**src/rtl/timer_io_consts.svh**
```systemverilog
`ifndef TIMER_IO_CONSTS_SVH
`define TIMER_IO_CONSTS_SVH

// Register offsets, byte addresses on the register port
`define OFS_CH0_CTRL_A 8'h00
`define OFS_CH0_CTRL_C 8'h04
`define OFS_CH1_CTRL_A 8'h08
`define OFS_CH0_MODE 8'h0C
`define OFS_CH0_GR_A 8'h10
`define OFS_CH0_GR_C 8'h14
`define OFS_CH1_GR_A 8'h18
`define OFS_PIN_STATUS 8'h1C

// Field layout
`define FUNC_MSB 3
`define FUNC_LSB 0
`define MODE_BFA_BIT 4
`define FUNC_RESET 4'h0
`define GR_RESET_BIT 1'b1

// Low two bits of the function field
`define ACT_OFF 2'b00
`define ACT_LOW 2'b01
`define ACT_HIGH 2'b10
`define ACT_TOGGLE 2'b11

// Slot numbering
`define SLOT_CH0_A 0
`define SLOT_CH0_C 1
`define SLOT_CH1_A 2
`define SLOT_COUNT 3

`endif

```
**src/rtl/timer_io_pkg.sv**
```systemverilog
package timer_io_pkg;

   // One register port request
   typedef struct packed {
      logic [7:0] addr;
      logic [31:0] wdata;
      logic wr;
      logic rd;
   } reg_req_type;

   // Function select field, bit 3 down to bit 0
   typedef struct packed {
      logic in_mode;
      logic init_high;
      logic [1:0] low;
   } func_sel_type;

endpackage

```
**src/rtl/timer_io_control_a_c.sv**
```systemverilog
`include "timer_io_consts.svh"

module timer_io_control_a_c
   import timer_io_pkg::*;
#(
   parameter int GR_WIDTH = 16
) (
   // Clock, reset, enable
   input wire logic core_clk,
   input wire logic reset,
   input wire logic clk_en,
   // Register port
   input wire reg_req_type reg_req,
   output logic [31:0] reg_rdata,
   // Counters and channel 1 count clock pulse
   input wire logic [GR_WIDTH-1:0] ch0_counter,
   input wire logic [GR_WIDTH-1:0] ch1_counter,
   input wire logic ch1_count_tick,
   // Timer pins
   input wire logic ch0_pin_a_in,
   output logic ch0_pin_a_out,
   output logic ch0_pin_a_oe,
   input wire logic ch0_pin_c_in,
   output logic ch0_pin_c_out,
   output logic ch0_pin_c_oe,
   input wire logic ch1_pin_a_in,
   output logic ch1_pin_a_out,
   output logic ch1_pin_a_oe
);

   localparam int N = `SLOT_COUNT;

   func_sel_type func_sel [N];
   logic [GR_WIDTH-1:0] general_reg [N];
   logic buffer_mode_a_enable;
   logic [N-1:0] pin_level;
   logic [N-1:0] sync_first;
   logic [N-1:0] sync_second;
   logic [N-1:0] sync_prev;
   logic [N-1:0] equal_prev;

   function automatic logic pin_hit(func_sel_type f, logic r, logic fl);
      if (f.low[1]) begin
         return r | fl;
      end
      return f.low[0] ? fl : r;
   endfunction

   function automatic logic next_level(func_sel_type f, logic cur);
      unique case (f.low)
         `ACT_LOW: return 1'b0;
         `ACT_HIGH: return 1'b1;
         `ACT_TOGGLE: return ~cur;
         `ACT_OFF: return cur;
      endcase
   endfunction

   // Address decode
   wire logic [N-1:0] ctrl_hit;
   wire logic [N-1:0] gr_hit;
   wire logic mode_hit;
   wire logic status_hit;
   assign ctrl_hit[0] = reg_req.addr == `OFS_CH0_CTRL_A;
   assign ctrl_hit[1] = reg_req.addr == `OFS_CH0_CTRL_C;
   assign ctrl_hit[2] = reg_req.addr == `OFS_CH1_CTRL_A;
   assign gr_hit[0] = reg_req.addr == `OFS_CH0_GR_A;
   assign gr_hit[1] = reg_req.addr == `OFS_CH0_GR_C;
   assign gr_hit[2] = reg_req.addr == `OFS_CH1_GR_A;
   assign mode_hit = reg_req.addr == `OFS_CH0_MODE;
   assign status_hit = reg_req.addr == `OFS_PIN_STATUS;

   wire func_sel_type wr_func;
   assign wr_func = func_sel_type'(reg_req.wdata[`FUNC_MSB:`FUNC_LSB]);

   // Edge detection on synchronised pins
   wire logic [N-1:0] rise;
   wire logic [N-1:0] fall;
   assign rise = sync_second & ~sync_prev;
   assign fall = ~sync_second & sync_prev;

   // Per-slot counters; C shares channel 0 counter
   wire logic [GR_WIDTH-1:0] slot_counter [N];
   assign slot_counter[0] = ch0_counter;
   assign slot_counter[1] = ch0_counter;
   assign slot_counter[2] = ch1_counter;

   // C is a plain buffer while buffer mode is on
   wire logic [N-1:0] blocked;
   assign blocked = {1'b0, buffer_mode_a_enable, 1'b0};

   wire logic [N-1:0] is_compare;
   wire logic [N-1:0] equal_now;
   wire logic [N-1:0] match;
   wire logic [N-1:0] internal_src;
   wire logic [N-1:0] capture;
   wire logic ch0_a_event;

   // Match fires on the first cycle of equality only
   for (genvar i = 0; i < N; i++) begin : g_slot
      assign is_compare[i] = !func_sel[i].in_mode && func_sel[i].low != `ACT_OFF
         && !blocked[i];
      assign equal_now[i] = slot_counter[i] == general_reg[i];
      assign match[i] = is_compare[i] && equal_now[i] && !equal_prev[i];
      assign capture[i] = func_sel[i].in_mode && !blocked[i] && (func_sel[i].init_high ?
         internal_src[i] : pin_hit(func_sel[i], rise[i], fall[i]));
   end

   assign ch0_a_event = match[0] || capture[0];
   assign internal_src[0] = ch1_count_tick;
   assign internal_src[1] = ch1_count_tick;
   assign internal_src[2] = ch0_a_event;

   // Pin drive
   assign ch0_pin_a_out = pin_level[0];
   assign ch0_pin_c_out = pin_level[1];
   assign ch1_pin_a_out = pin_level[2];
   assign ch0_pin_a_oe = is_compare[0];
   assign ch0_pin_c_oe = is_compare[1];
   assign ch1_pin_a_oe = is_compare[2];

   // Read selection
   wire logic [31:0] next_rdata;
   assign next_rdata =
      ctrl_hit[0] ? 32'(func_sel[0]) :
      ctrl_hit[1] ? 32'(func_sel[1]) :
      ctrl_hit[2] ? 32'(func_sel[2]) :
      gr_hit[0] ? 32'(general_reg[0]) :
      gr_hit[1] ? 32'(general_reg[1]) :
      gr_hit[2] ? 32'(general_reg[2]) :
      mode_hit ? 32'(buffer_mode_a_enable) << `MODE_BFA_BIT :
      status_hit ? {26'h000_0000, sync_second, pin_level} : 32'h0000_0000;

   // Two-flop synchronisers on the pins
   // Reset to low; a pin idling high shows one rise after reset
   always_ff @(posedge core_clk) begin
      if (reset) begin
         sync_first <= '0;
         sync_second <= '0;
         sync_prev <= '0;
      end else if (clk_en) begin
         sync_first <= {ch1_pin_a_in, ch0_pin_c_in, ch0_pin_a_in};
         sync_second <= sync_first;
         sync_prev <= sync_second;
      end
   end

   always_ff @(posedge core_clk) begin
      if (reset) begin
         reg_rdata <= '0;
         buffer_mode_a_enable <= 1'b0;
      end else if (clk_en) begin
         reg_rdata <= reg_req.rd ? next_rdata : '0;
         if (reg_req.wr && mode_hit) begin
            buffer_mode_a_enable <= reg_req.wdata[`MODE_BFA_BIT];
         end
      end
   end

   // Function fields and pin levels; a field write loads the initial level
   always_ff @(posedge core_clk) begin
      if (reset) begin
         for (int i = 0; i < N; i++) begin
            func_sel[i] <= func_sel_type'(`FUNC_RESET);
         end
         pin_level <= '0;
         equal_prev <= '0;
      end else if (clk_en) begin
         equal_prev <= equal_now;
         for (int i = 0; i < N; i++) begin
            if (reg_req.wr && ctrl_hit[i]) begin
               func_sel[i] <= wr_func;
               pin_level[i] <= wr_func.init_high;
            end else if (match[i]) begin
               pin_level[i] <= next_level(func_sel[i], pin_level[i]);
            end
         end
      end
   end

   // General registers; hardware events win over software writes
   always_ff @(posedge core_clk) begin
      if (reset) begin
         for (int i = 0; i < N; i++) begin
            general_reg[i] <= {GR_WIDTH{`GR_RESET_BIT}};
         end
      end else if (clk_en) begin
         for (int i = 0; i < N; i++) begin
            if (capture[i]) begin
               general_reg[i] <= slot_counter[i];
            end else if (reg_req.wr && gr_hit[i]) begin
               general_reg[i] <= reg_req.wdata[GR_WIDTH-1:0];
            end
         end
         // Buffer transfers between A and C of channel 0
         if (buffer_mode_a_enable && capture[0]) begin
            general_reg[1] <= general_reg[0];
         end else if (buffer_mode_a_enable && match[0]) begin
            general_reg[0] <= general_reg[1];
         end
      end
   end

   low_on_match_a: assert property (@(posedge core_clk) disable iff (reset)
      clk_en && match[0] && func_sel[0].low == `ACT_LOW && !(reg_req.wr && ctrl_hit[0])
      |=> !ch0_pin_a_out) else $error("pin not low after match");
   high_on_match_a: assert property (@(posedge core_clk) disable iff (reset)
      clk_en && match[2] && func_sel[2].low == `ACT_HIGH && !(reg_req.wr && ctrl_hit[2])
      |=> ch1_pin_a_out) else $error("pin not high after match");
   toggle_match_a: assert property (@(posedge core_clk) disable iff (reset)
      clk_en && match[1] && func_sel[1].low == `ACT_TOGGLE && !(reg_req.wr && ctrl_hit[1])
      |=> ch0_pin_c_out != $past(ch0_pin_c_out)) else $error("pin did not toggle");
   init_level_a: assert property (@(posedge core_clk) disable iff (reset)
      clk_en && reg_req.wr && ctrl_hit[0]
      |=> ch0_pin_a_out == $past(reg_req.wdata[2]) && ch0_pin_a_oe ==
      ($past(reg_req.wdata[1:0]) != `ACT_OFF && !$past(reg_req.wdata[3])))
      else $error("initial level or enable wrong");
   fall_capture_a: assert property (@(posedge core_clk) disable iff (reset)
      func_sel[0] == func_sel_type'(4'h9) && fall[0] |-> capture[0])
      else $error("falling edge not captured");
   rise_only_a: assert property (@(posedge core_clk) disable iff (reset)
      func_sel[2] == func_sel_type'(4'h8) && capture[2] |-> rise[2] && !fall[2])
      else $error("capture without rising edge");
   both_edges_a: assert property (@(posedge core_clk) disable iff (reset)
      func_sel[0].in_mode && !func_sel[0].init_high && func_sel[0].low[1]
      && (rise[0] || fall[0]) |-> capture[0]) else $error("edge not captured");
   count_capture_a: assert property (@(posedge core_clk) disable iff (reset)
      func_sel[0].in_mode && func_sel[0].init_high && ch1_count_tick |-> capture[0])
      else $error("count tick not captured");
   chain_capture_a: assert property (@(posedge core_clk) disable iff (reset)
      func_sel[2].in_mode && func_sel[2].init_high && (match[0] || capture[0]) |-> capture[2])
      else $error("channel 0 event not captured");
   buffer_inert_a: assert property (@(posedge core_clk) disable iff (reset)
      buffer_mode_a_enable |-> !ch0_pin_c_oe && !capture[1] && !match[1])
      else $error("buffer register active");
   counter_copy_a: assert property (@(posedge core_clk) disable iff (reset)
      clk_en && capture[2] |=> general_reg[2] == $past(ch1_counter))
      else $error("capture value wrong");

   // Reset leaves every slot idle with pins released
   reset_state_a: assert property (@(posedge core_clk) disable iff (reset)
      $past(reset) |-> func_sel[0] == func_sel_type'(`FUNC_RESET) && !ch0_pin_a_oe
      && !ch0_pin_a_out && &general_reg[0] && !buffer_mode_a_enable)
      else $error("state not at reset values");
   reset_others_a: assert property (@(posedge core_clk) disable iff (reset)
      $past(reset) |-> !ch0_pin_c_oe && !ch1_pin_a_oe && !ch0_pin_c_out && !ch1_pin_a_out
      && &general_reg[1] && &general_reg[2]) else $error("slot not at reset values");

   // Field writes land whole, one cycle later
   field_load_a: assert property (@(posedge core_clk) disable iff (reset)
      clk_en && reg_req.wr && ctrl_hit[2]
      |=> 4'(func_sel[2]) == $past(reg_req.wdata[`FUNC_MSB:`FUNC_LSB]))
      else $error("A field not loaded");
   field_load_c_a: assert property (@(posedge core_clk) disable iff (reset)
      clk_en && reg_req.wr && ctrl_hit[1]
      |=> 4'(func_sel[1]) == $past(reg_req.wdata[`FUNC_MSB:`FUNC_LSB]))
      else $error("C field not loaded");
   field_read_a: assert property (@(posedge core_clk) disable iff (reset)
      clk_en && reg_req.rd && ctrl_hit[0] |=> reg_rdata == 32'($past(func_sel[0])))
      else $error("field read back wrong");
   mode_load_a: assert property (@(posedge core_clk) disable iff (reset)
      clk_en && reg_req.wr && mode_hit |=> buffer_mode_a_enable == $past(reg_req.wdata[`MODE_BFA_BIT]))
      else $error("buffer mode not loaded");

   // Pins only move on a match or a field write
   hold_level_a: assert property (@(posedge core_clk) disable iff (reset)
      clk_en && !match[0] && !(reg_req.wr && ctrl_hit[0]) |=> $stable(ch0_pin_a_out))
      else $error("A pin moved without match");
   hold_c_level_a: assert property (@(posedge core_clk) disable iff (reset)
      clk_en && !match[1] && !(reg_req.wr && ctrl_hit[1]) |=> $stable(ch0_pin_c_out))
      else $error("C pin moved without match");
   hold_ch1_level_a: assert property (@(posedge core_clk) disable iff (reset)
      clk_en && !match[2] && !(reg_req.wr && ctrl_hit[2]) |=> $stable(ch1_pin_a_out))
      else $error("channel 1 pin moved without match");

   // Capture sources not covered above
   c_tick_capture_a: assert property (@(posedge core_clk) disable iff (reset)
      func_sel[1].in_mode && func_sel[1].init_high && !buffer_mode_a_enable && ch1_count_tick
      |-> capture[1]) else $error("C missed count tick");
   c_rise_capture_a: assert property (@(posedge core_clk) disable iff (reset)
      func_sel[1] == func_sel_type'(4'h8) && !buffer_mode_a_enable && rise[1] |-> capture[1])
      else $error("C missed rising edge");
   pin_source_a: assert property (@(posedge core_clk) disable iff (reset)
      func_sel[2].in_mode && !func_sel[2].init_high && capture[2] |-> rise[2] || fall[2])
      else $error("channel 1 capture without pin edge");
   copy_a_value_a: assert property (@(posedge core_clk) disable iff (reset)
      clk_en && capture[0] |=> general_reg[0] == $past(ch0_counter))
      else $error("A capture value wrong");
   copy_c_value_a: assert property (@(posedge core_clk) disable iff (reset)
      clk_en && capture[1] |=> general_reg[1] == $past(ch0_counter))
      else $error("C capture value wrong");

   // Buffer mode trades C's own function for a shadow of A
   to_c_buffer_a: assert property (@(posedge core_clk) disable iff (reset)
      clk_en && buffer_mode_a_enable && capture[0] |=> general_reg[1] == $past(general_reg[0]))
      else $error("A not moved to buffer");
   to_a_buffer_a: assert property (@(posedge core_clk) disable iff (reset)
      clk_en && buffer_mode_a_enable && match[0] |=> general_reg[0] == $past(general_reg[1]))
      else $error("buffer not moved to A");

endmodule // timer_io_control_a_c

```
**config.mk**
```make
export PLATFORM = sky130hd
export DESIGN_NAME = timer_io_control_a_c
export DESIGN_NICKNAME = d
export VERILOG_FILES = /design/src/rtl/timer_io_pkg.sv /design/src/rtl/timer_io_control_a_c.sv
export VERILOG_INCLUDE_DIRS = /design/src /design/src/rtl
export SDC_FILE = /design/constraint.sdc
export NUM_CORES = 1
export LEC_CHECK = 0
export BUFFER_PORTS_ARGS = -buffer_cell sky130_fd_sc_hd__buf_4
export CAP_MARGIN = 5
export CORE_MARGIN = 2
export CORE_UTILIZATION = 31
export DETAILED_ROUTE_END_ITERATION = 16
export RECOVER_POWER = 100
export SLEW_MARGIN = 20
export SYNTH_ARGS = -nofsm -noshare
export SYNTH_HDL_FRONTEND = slang
export SYNTH_SLANG_ARGS = --single-unit
```
**constraint.sdc**
```tcl
create_clock -name core_clk -period 4.35 [get_ports core_clk]
set_clock_uncertainty 0.1 [all_clocks]
set_input_delay 1.305 -clock core_clk [delete_from_list [all_inputs] [get_ports core_clk]]
set_output_delay 1.305 -clock core_clk [all_outputs]
set_load 0.02 [all_outputs]
```
; After elaboration in Yosys (flattened, before gate mapping)
; Memories as Yosys holds them, arrays and structs flattened.
; Index checks and enable logic that the tools add are counted.
; W data, S select, Z words.
[word_totals]
wordCells = 193
memories = 2
input_bits = 81
reg_bits = 48
mem_bits_rw = 60
[classes]
eq_ne = 22
n_reduce_logical = 45
n_bitwise = 21
muxes = 94
[memory_table]
columns = name, depth, width, read_ports, rd_clocked_by_memory_dff, write_ports, line_no
row1 = general_reg, 3, 16, 3, 0, 3, timer_io_control_a_c.sv:34  ; logic [GR_WIDTH-1:0] general_reg [N];
row2 = func_sel, 3, 4, 3, 0, 3, timer_io_control_a_c.sv:33  ; func_sel_type func_sel [N];
[op_table]
columns = op, n
row1 = $mux W16, 15
row2 = $mux W1, 71
row3 = $eq A16 B16 Y1, 3
row4 = $eq A8 B5 Y1 const B, 4
row5 = $logic_and A1 B1 Y1, 23
row6 = $eq A8 B4 Y1 const B, 2
row7 = $or A1 B1 Y1, 14
row8 = $eq A2 B2 Y1 const B, 6
row9 = $mux W4, 3
row10 = $mux W6, 2
row11 = $reduce_bool A2 Y1, 6
row12 = $pmux W1 S3, 3
row13 = $reduce_and A3 Y1, 3
row14 = $eq A8 B3 Y1 const B, 1
row15 = $logic_not A8 Y1, 1
row16 = $logic_not A1 Y1, 7
row17 = $and A3 B3 Y3, 2
row18 = $eq A2 B1 Y1 const B, 3
row19 = $logic_not A2 Y1, 3
row20 = $ne A2 B2 Y1 const B, 3
row21 = $not A3 Y3, 2
row22 = $not A1 Y1, 3
row23 = $reduce_and A2 Y1, 1
row24 = $logic_or A1 B1 Y1, 1

; Depth between registers and ports, before layout
[depth]
ltp_word = 16
ltp_mapped = 10

; Worst setup path after synthesis
; No wires, ideal clock.
[synth_path]
kind = in2reg
startpoint = in reg_req[35] (netlist name)
endpoint = mem general_reg[1][0] (netlist: general_reg[0][16]) (enable)
arrival_time_ns = 3.140
path_slack_ns = 0.735
stages = 7
setup_time_ns = 0.375
path_cell_list = or4_4 nor3b_4 nand3_1 nor2_4 buf_12 inv_1 nand3_1
[synth_rtl]
columns = item, line_no
row1 = from (decl), timer_io_control_a_c.sv:13  ; input wire reg_req_type reg_req,
row2 = to (decl), timer_io_control_a_c.sv:34

==> out/results.ini <==
[status]
status = finished, final reports clean

[final_layout]
stdcell_area_mm2 = 0.006723
fin_util = 0.3630
seqCellArea_mm2 = 0.002442
diodes = 0
nNetsFinal = 750
post_route_cells_drive_above_1_share = 0.1557
largest_reg_flops = 48
area_delta_synth_final_pct = 15.95
multi_input_area_mm2 = 0.002948
fillers = 1899

[yosys]
synth_mux_area_frac = 0.1306
yosysSeqAreaShare = 0.4212
yosys_register_bits = 92
synth_compound_area_frac = 0.1239
synthSimpleGateAreaFrac = 0.1651
syn_area_mm2 = 0.005798
synthCells = 586
async_reset_ff_frac = 0
synth_top_family_by_area = simple AND/OR/NAND/NOR gates
yosys_warnings = 0
synthDistinctLibCells = 64
ys_dominant_reg_cell = edfxtp_1
synth-edff-count = 60
synth-xor-area-share = 0.07251
synth_fa_ha_area_frac = 0.01295
syn_avg_cell_area_um2 = 9.894

[setup_path]
required_ns = 4.25
path_class = input pin to register
setup.worst_path.end_class = register
crit_slowest_cell = clkbuf_1
critPathMaxStageDelay_ns = 0.62
rrSetupSlack_ns = 1.30
cp_max_fo = 13
cp_cell_sequence = clkbuf_1 > and2b_1 > and2_0 > nand3_1 > a221oi_1 > or3_1 > clkbuf_2
startpoint_type = input pin
cp_data_arrival_time_ns = 3.62

[power_and_ir_drop]
p_sw_frac = 0.2548
seq_power_share = 0.473
pwr-share-clk = 0.390
p_int_mw = 1.554
peakVddDrop_mv = 0.1591
switchingPower_mw = 0.5312
pwr-share-comb = 0.137
powerDensity_mw_per_mm2 = 310.1
p_leak_nw = 2.244

[placed_design]
postPlaceCellArea_mm2 = 0.006565
port-buffer-count = 86
gp_congestion = 0.8722
hpwl_mm = 12.58

[detailed_routing]
met3_length_mm = 1.325
drtAntennaViolNets = 0
drt_iter0_markers = 329
wl_met1_mm = 7.452
dr.pass1.iters = 5
vias = 4702
via_per_inst = 5.213
route.top_layer_used = met4
wl_met2_mm = 7.866
routedWlPerCell_um = 18.88
drt-total-wl_mm = 17.03
drc = 0

[cts]
htreeDepth = 3
cts-buffers-inserted = 9
cts-resized-gates = 0
cts_setup_buffers = 0
cts_max_path_buffers = 2
ctsHoldBuffers = 0
cts_sinks = 92
cts_tree = built
path_clk_slew_ns = 0.07
clock_latency_ns = 0.35
cts_root_buf = clkbuf_16

[floorplanning]
core_mm2 = 0.01852
die-area_mm2 = 0.01981
boundaryPins = 119
die_x_um = 140.8
rows = 50
die_y_um = 140.8
initial_core_util = 0.3131

[sta]
tightest_slew_ns = 0.8534
drv_slew = 0
fin_crit_ns = 3.724
tns_ns = 0
hold_violations = 0
timing.final.crit_share = 0.8561
max-slew-margin-rel = 0.4311
setup_viol = 0
fmax_mhz = 268.5
rsz0062_at_grt = false

[grt]
grt_usage = 0.1707
grt_max_degree = 49
gr-total-overflow = 0
first_global_vias = 4368
antenna_found_initial = 0
grt_pass1_wl_mm = 25.74

[hold_path]
min_path_type = register to register

[job]
drv_cap = 0

## cell families (layout without fill, tap and decap cells)
kind of cell | count (synthesis) | count (layout)
AO/OA/AOI/OAI | 112 | 112
XOR/XNOR | 48 | 48
adder cells (fa/ha/maj) | 6 | 6
buffers and inverters | 61 | 128
flip-flops | 92 | 92
multiplexers | 69 | 69
other | 1 | 16
AND/OR/NAND/NOR | 197 | 197
## critical path, delay by kind of cell
family | cells | cell delay (ns)
simple gates | 4 | 0.96
buf+inv | 2 | 1.04
compound gates | 1 | 0.30
## Yosys cell counts (3+ instances only)
cell type | count | area share
nor2_1 | 100 | 0.065
mux2i_1 | 61 | 0.11
edfxtp_1 | 60 | 0.31
xnor2_1 | 48 | 0.073
nand2_1 | 33 | 0.021
a21oi_1 | 32 | 0.028
a31oi_1 | 32 | 0.035
dfxtp_1 | 32 | 0.11
o21ai_0 | 18 | 0.016
buf_4 | 17 | 0.022
clkbuf_1 | 17 | 0.011
nand4_1 | 13 | 0.014
a22oi_1 | 11 | 0.014
inv_1 | 10 | 0.0065
nand2b_1 | 8 | 0.0086
nand3_1 | 7 | 0.0060
and2_1 | 6 | 0.0065
ha_1 | 6 | 0.013
mux4_2 | 5 | 0.019
buf_6 | 4 | 0.0078
nand3b_1 | 4 | 0.0052
buf_2 | 3 | 0.0026
nor2b_1 | 3 | 0.0032
nor4_1 | 3 | 0.0032
## layout by cell type, fill, tap and decap left out, types with 5 or more instances in the layout
master and count:
a22oi_1 11, mux2i_1 61, edfxtp_1 60, a31oi_1 32, dfxtp_1 32, mux4_2 5
nand2_1 33, nand3_1 7, nand2b_1 8, clkbuf_1 26, nand4_1 13, and2_0 6
nor2_1 100, conb_1 16, a21oi_1 32, buf_4 73, inv_1 10, clkbuf_16 11
xnor2_1 48, o21ai_0 18, ha_1 6
## cell type report
class / count / share of cell area
clock inverter: 2 / 0.001675
clock buffer: 14 / 0.04411
tap: 234 / 0.04355
timing repair buffer: 101 / 0.1027
multi-input combinational: 448 / 0.4385
sequential: 92 / 0.3633
inverter: 11 / 0.006142
## power groups by stage
| stage | Sequential, mW | Clock [mW] | Combinational [mW] |
|---|---|---|---|
| finish | 0.985 | 0.813 | 0.287 |
| global route | 0.988 | 0.863 | 0.309 |
| CTS | 0.984 | 0.827 | 0.294 |
| detailed placement | 1.00 | 0 | 0.292 |
| global placement | 1.00 | 0 | 0.290 |
| floorplan | 0.995 | 0 | 0.183 |
## routing by layer
layer  GRT usage  vias up
li1            -     2237
met1      0.2382     2228
met2      0.2652      213
met3     0.03465       24
met4     0.05684        0
met5           0        -
## through the flow
stage	setup slack, ns	total power [mW]	hold WS [ns]	cells
after floorplan	0.7353	1.178	0.3509	601
after global routing	0.4274	2.160	0.3766	902
final	0.6260	2.085	0.3577	902
after global placement	0.5760	1.294	0.3432	886
after detailed placement	0.5592	1.296	0.3515	886
after CTS	0.9228	2.105	0.3672	902
## worst paths after layout
path                                  end                        start  cells past startpoint
min             reg_rdata[1]$_SDFFE_PP0P_    reg_rdata[1]$_SDFFE_PP0P_                      2
max          general_reg[0][37]$_DFFE_PP_                       clk_en                      7
min reg2reg     reg_rdata[1]$_SDFFE_PP0P_    reg_rdata[1]$_SDFFE_PP0P_                      2
max reg2reg  general_reg[0][37]$_DFFE_PP_  sync_second[0]$_SDFFE_PP0P_                      7
(Power assumes the default switching activity.)
